**src/hdl/order_regs.vh**
```
// Constants for the shared memory ordering unit.
// Assumes a single clock domain and no software-visible registers.
`ifndef ORDER_REGS_VH
`define ORDER_REGS_VH
`define ORD_OP_NONE      3'h0
`define ORD_OP_IFETCH    3'h1
`define ORD_OP_READ      3'h2
`define ORD_OP_WRITE     3'h3
`define ORD_OP_FULL_BAR  3'h4
`define ORD_OP_WRITE_BAR 3'h5
`define ORD_OP_IS_BAR    3'h6
`define ORD_SIZE_LONG    1'h0
`define ORD_SIZE_QUAD    1'h1
`define ORD_ADDR_W       48
`define ORD_QADDR_LSB    3
`define ORD_HALF_BIT     2
`define ORD_LOC_W        45
`define ORD_TOKEN_LOC    45'h1FFFFFFFFFFF
`define ORD_DRAIN_NS     1000
`define ORD_CLK_NS       50
`define ORD_DRAIN_CYC    ((`ORD_DRAIN_NS) / (`ORD_CLK_NS))
`define ORD_ST_IDLE      2'h0
`define ORD_ST_WRITE     2'h1
`define ORD_ST_READ_LO   2'h2
`define ORD_ST_READ_HI   2'h3
`endif

```
**src/hdl/ord_word_store.v**
```verilog
// Backing store for one quadword location, written per longword half.
// Assumes the owner serialises all accesses to it.
`timescale 1ns/1ps
`include "order_regs.vh"
module ord_word_store (
    // Clock and reset
    input  wire        clk,
    input  wire        resetn,
    // Write side
    input  wire [1:0]  wr_half,
    input  wire [63:0] wr_data,
    // Read side
    output wire [63:0] rd_data
);
    // ------------------------------------------------------------------
    // One word of flip-flops per longword half
    // ------------------------------------------------------------------
    // Each half owns its own register, so no variable has two writers.
    genvar g;
    generate
        for (g = 0; g < 2; g = g + 1) begin : g_half
            reg [31:0] held;
            always @(posedge clk or negedge resetn) begin
                if (!resetn) begin
                    held <= 32'h0;
                end else if (wr_half[g]) begin
                    held <= wr_data[32*g +: 32];
                end
            end
            assign rd_data[32*g +: 32] = held;
        end
    endgenerate
endmodule // ord_word_store

```
**config.mk**
```make
export PLATFORM = sky130hd
export DESIGN_NAME = ord_word_store
export DESIGN_NICKNAME = d
export VERILOG_FILES = /design/src/hdl/ord_word_store.v
export VERILOG_INCLUDE_DIRS = /design/src /design/src/hdl
export SDC_FILE = /design/constraint.sdc
export NUM_CORES = 1
export LEC_CHECK = 0
export ABC_AREA = 1
export ABC_CLOCK_PERIOD_IN_PS = 800
export BUFFER_PORTS_ARGS = -buffer_cell sky130_fd_sc_hd__buf_2
export CAP_MARGIN = 20
export CORE_MARGIN = 2
export CORE_UTILIZATION = 36
export DETAILED_ROUTE_END_ITERATION = 8
export GPL_ROUTABILITY_DRIVEN = 0
export PLACE_DENSITY = 0.73
export SYNTH_ARGS = -nofsm -noshare
export SYNTH_HDL_FRONTEND = slang
export SYNTH_SLANG_ARGS = --single-unit
```
**constraint.sdc**
```tcl
create_clock -name clk -period 0.8 [get_ports clk]
set_input_delay 0.08 -clock clk [delete_from_list [all_inputs] [get_ports clk]]
set_output_delay 0.08 -clock clk [all_outputs]
set_load 0.01 [all_outputs]
```
Yosys cells after proc, flatten, opt, wreduce, memory -nomap -nowiden
Cells that the tools add are included.
{"block": "word_totals", "regBits": 64}

Depth between registers and ports, before layout
{"block": "logic_depth", "depth_word": 0, "ltp_mapped": 5}

Worst setup path after synthesis
OpenSTA, ideal clock, no wires.
{"block": "synth_timing", "path_type": "reg-to-reg", "from": "register g_half[0].held[10] (netlist name)", "to": "register g_half[0].held[10]", "setup_time_ns": 0.116, "arrival_time_ns": 0.505, "t_required_ns": 0.684, "setup_slack_ns": 0.178, "path_stages_with_launch": 3, "n_path_buf": 0, "period_less_slack_ns": 0.622, "path_cell_list": "dfrtp_1 -> nand2_2 -> nand2_1"}
{"item": "end signal: assignment", "line_no": "ord_word_store.v:27", "text": "held <= wr_data[32*g +: 32];"}
{"item": "end: declaration", "line_no": "ord_word_store.v:22", "text": "reg [31:0] held;"}

Final worst setup path
{"block": "layout_timing", "from": "register g_half[0].held[31]", "to": "output rd_data[31]"}
{"item": "end: declaration", "line_no": "ord_word_store.v:13", "text": "output wire [63:0] rd_data"}
No word-level cell between the ends.

==> results.cfg <==
[worst_setup_path]
crit_arrival_ns = 0.89
crit_type = reg2out
cp_cell_sequence = buf_2
cp.buffers_inverters = 1
startpoint_type = flip-flop
critPathCaptureType = output pin
cp_top_family = flip-flops
worstPathMaxFanout = 2
max_stage_delay_ns = 0.40
cpMaxStageDelayCell = dfrtp_1
worst_ep_required_time_ns = 0.72

[route]
count_of_unresolved_drc_violations_after_routing = 0
avgViaCountPerCell = 4.35
drt_first_iter_violations = 68
iteration_count_of_the_initial_detailed_routing_pass = 4
route.detailed.wl_per_inst_um = 13.3
detailroute.via_count = 2703
postRouteWirelength_mm = 8.28
ant_nets = 0

[floorplan]
floorplan.initialDensity = 0.375
die_x_um = 88.3
core.rowCount = 30
floorplan.die_area_mm2 = 0.00780
die_h_um = 88.3
placeableCoreArea_mm2 = 0.00683
ioPinCount = 132

[yosys]
post_synth_inst_count = 272
synthTopCellsByArea = dfrtp_1 (63%), nand2_1 (25%), nand2_2 (4.9%)
count_leader_synth = nand2_1
synth-main-ff-cell = dfrtp_1
synth-warning-count = 0
postSynthNetCount = 340
synth_enable_flop_cells = 0
synth_seq_cells = 64
netlist_area_mm2 = 0.00256
asyncSetResetFlopFracSynth = 1.00
synthesis.area_per_instance_um2 = 9.41
synth_top_area_cell = dfrtp_1
netlist_top_cells_count = nand2_1 (172), dfrtp_1 (64), nand2_2 (20)
synth_cell_type_count = 7
synth-seq-area-share = 0.626
yosysTopAreaCellShare = 0.626

[sta]
fin_worst_hold_slack_ns = 0.118
finalSetupViolations = 77
maxSlewHeadroom = 0.855
fin_crit_ns = 0.966
final.period_utilization = 1.21
fin_ws_ns = -0.166
drv_slew = 0
max_freq_mhz = 1030
final_count_of_hold_timing_violations = 0
grt_setup_unrepaired = yes
setup_total_negative_slack_ns = -9.25
worst_slew_pin_slew_ns = 0.218
fin_worst_skew_ns = 0

[clock_network]
cts_root_buffer = clkbuf_8
max-clock-path-buffers = 2
cts_made_buffers = 9
cts.clk_slew.worst_paths_ns = 0.07
cts_tree = built
cts_num_sinks = 64
worst_skew_pair.late_latency_ns = 0.32
h-tree-depth = 3

[global_routing]
grt_remaining_overflow = 0
grt_antenna_before_repair = 0
grt_usage = 0.196
via_count_of_the_first_global_routing_pass = 2653
grt_start_max_net_pins = 34
grt_pass1_wl_mm = 11.7

[status]
run_status = finished with violations
violations_in_the_final_reports = setup timing

[placed_design]
post-dp-hpwl_mm = 4.04
io_buffers = 131

[cells_and_area]
largest_register_ff_count = 64
drive_gt1_frac = 0.432
final.fill_count = 515
num-nets-final = 589
regMostFlops = g_half.held
layout-area-overhead-vs-synth_pct = 80.2
multi_input_comb_area_um2 = 781
top_regs = g_half.held x64
antennaDiodeCount = 0
seq_area_mm2 = 0.00160

[pwr]
power.ir.vdd_worst_v = 0.00104
total_leakage_power_nw = 2.60
post-layout-total-power_w = 0.00861
power.density_cell_area_mw_per_mm2 = 1870

[flow_run]
drv.max_cap_violation_count = 0

[worst_hold_path]
min-delay-path-class = in2async
[kinds of logic after synthesis]
| logic type | count (synthesis) | synth area share |
|---|---|---|
| buf+inv | 16 | 0.0729 |
| simple gates | 192 | 0.301 |
| flops | 64 | 0.626 |
[cells in the final DEF (no fill, tap or decap)]
cell / n
buf_6: 17
clkbuf_1: 1
bufinv_16: 2
dlygate4sd3_1: 65
clkbuf_8: 11
buf_12: 3
clkinv_2: 1
buf_4: 51
inv_8: 2
dfrtp_1: 64
nand2_2: 24
nand2_1: 168
buf_2: 116
[cell type report]
type                       instances  share of cell area
sequential                        64               0.347
timing repair buffer             252               0.405
inverter                           2             0.00488
tap                               96              0.0261
clock inverter                     3              0.0141
multi-input combinational        192               0.169
clock buffer                      12              0.0336
[routing by layer]
layer / wire length, um / GRT usage / up-vias / share of wire
met1: 3090 / 0.209 / 1262 / 0.37
met5: 0 / 0 / - / 0
met2: 4510 / 0.360 / 116 / 0.54
li1: - / - / 1304 / -
met3: 477 / 0.0522 / 21 / 0.058
met4: 201 / 0.0882 / 0 / 0.024
[final timing paths]
kind / from / endpoint / slack, ns / cells after the start
min in group clk: wr_half[1] / g_half[1].held[0] / 0.18 / 4
worst min register to register: g_half[1].held[11] / g_half[1].held[11] / 0.47 / 2
worst min-delay path: resetn / g_half[1].held[6] / 0.12 / 2
max in group asynchronous: resetn / g_half[0].held[30] / 0.26 / 3
worst max-delay path: g_half[0].held[31] / rd_data[31] / -0.17 / 1
worst max register to register: g_half[1].held[3] / g_half[1].held[3] / -0.09 / 4
[power by group]
group          switching (W)  leakage [nW]  total (W)  internal [W]
Combinational       0.000816          1.70    0.00186       0.00104
Sequential          0.000179         0.779    0.00370       0.00352
Clock                0.00115         0.112    0.00306       0.00190
Total                0.00215          2.60    0.00861       0.00647
[stage by stage]
| step | instances | util | cell area, um2 | setup slack (ns) |
|---|---|---|---|---|
| after floorplan | 272 | - | 2560 | 0.178 |
| after global routing | 621 | 0.675 | 4610 | -0.197 |
| after global placement | 492 | 0.477 | 3260 | 0.113 |
| after CTS | 597 | 0.633 | 4330 | -0.166 |
| final | 621 | 0.675 | 4610 | -0.166 |
| after detailed placement | 492 | 0.477 | 3260 | 0.0898 |
[repair_timing]
item,4_1_cts,5_1_grt
endpoints found under the setup margin,64,64
hold endpoints to repair,128,0
hold buffers,65,0
gates resized for setup,1,21
buffers inserted,25,24
Note: power is estimated with default switching activity, not from simulation.
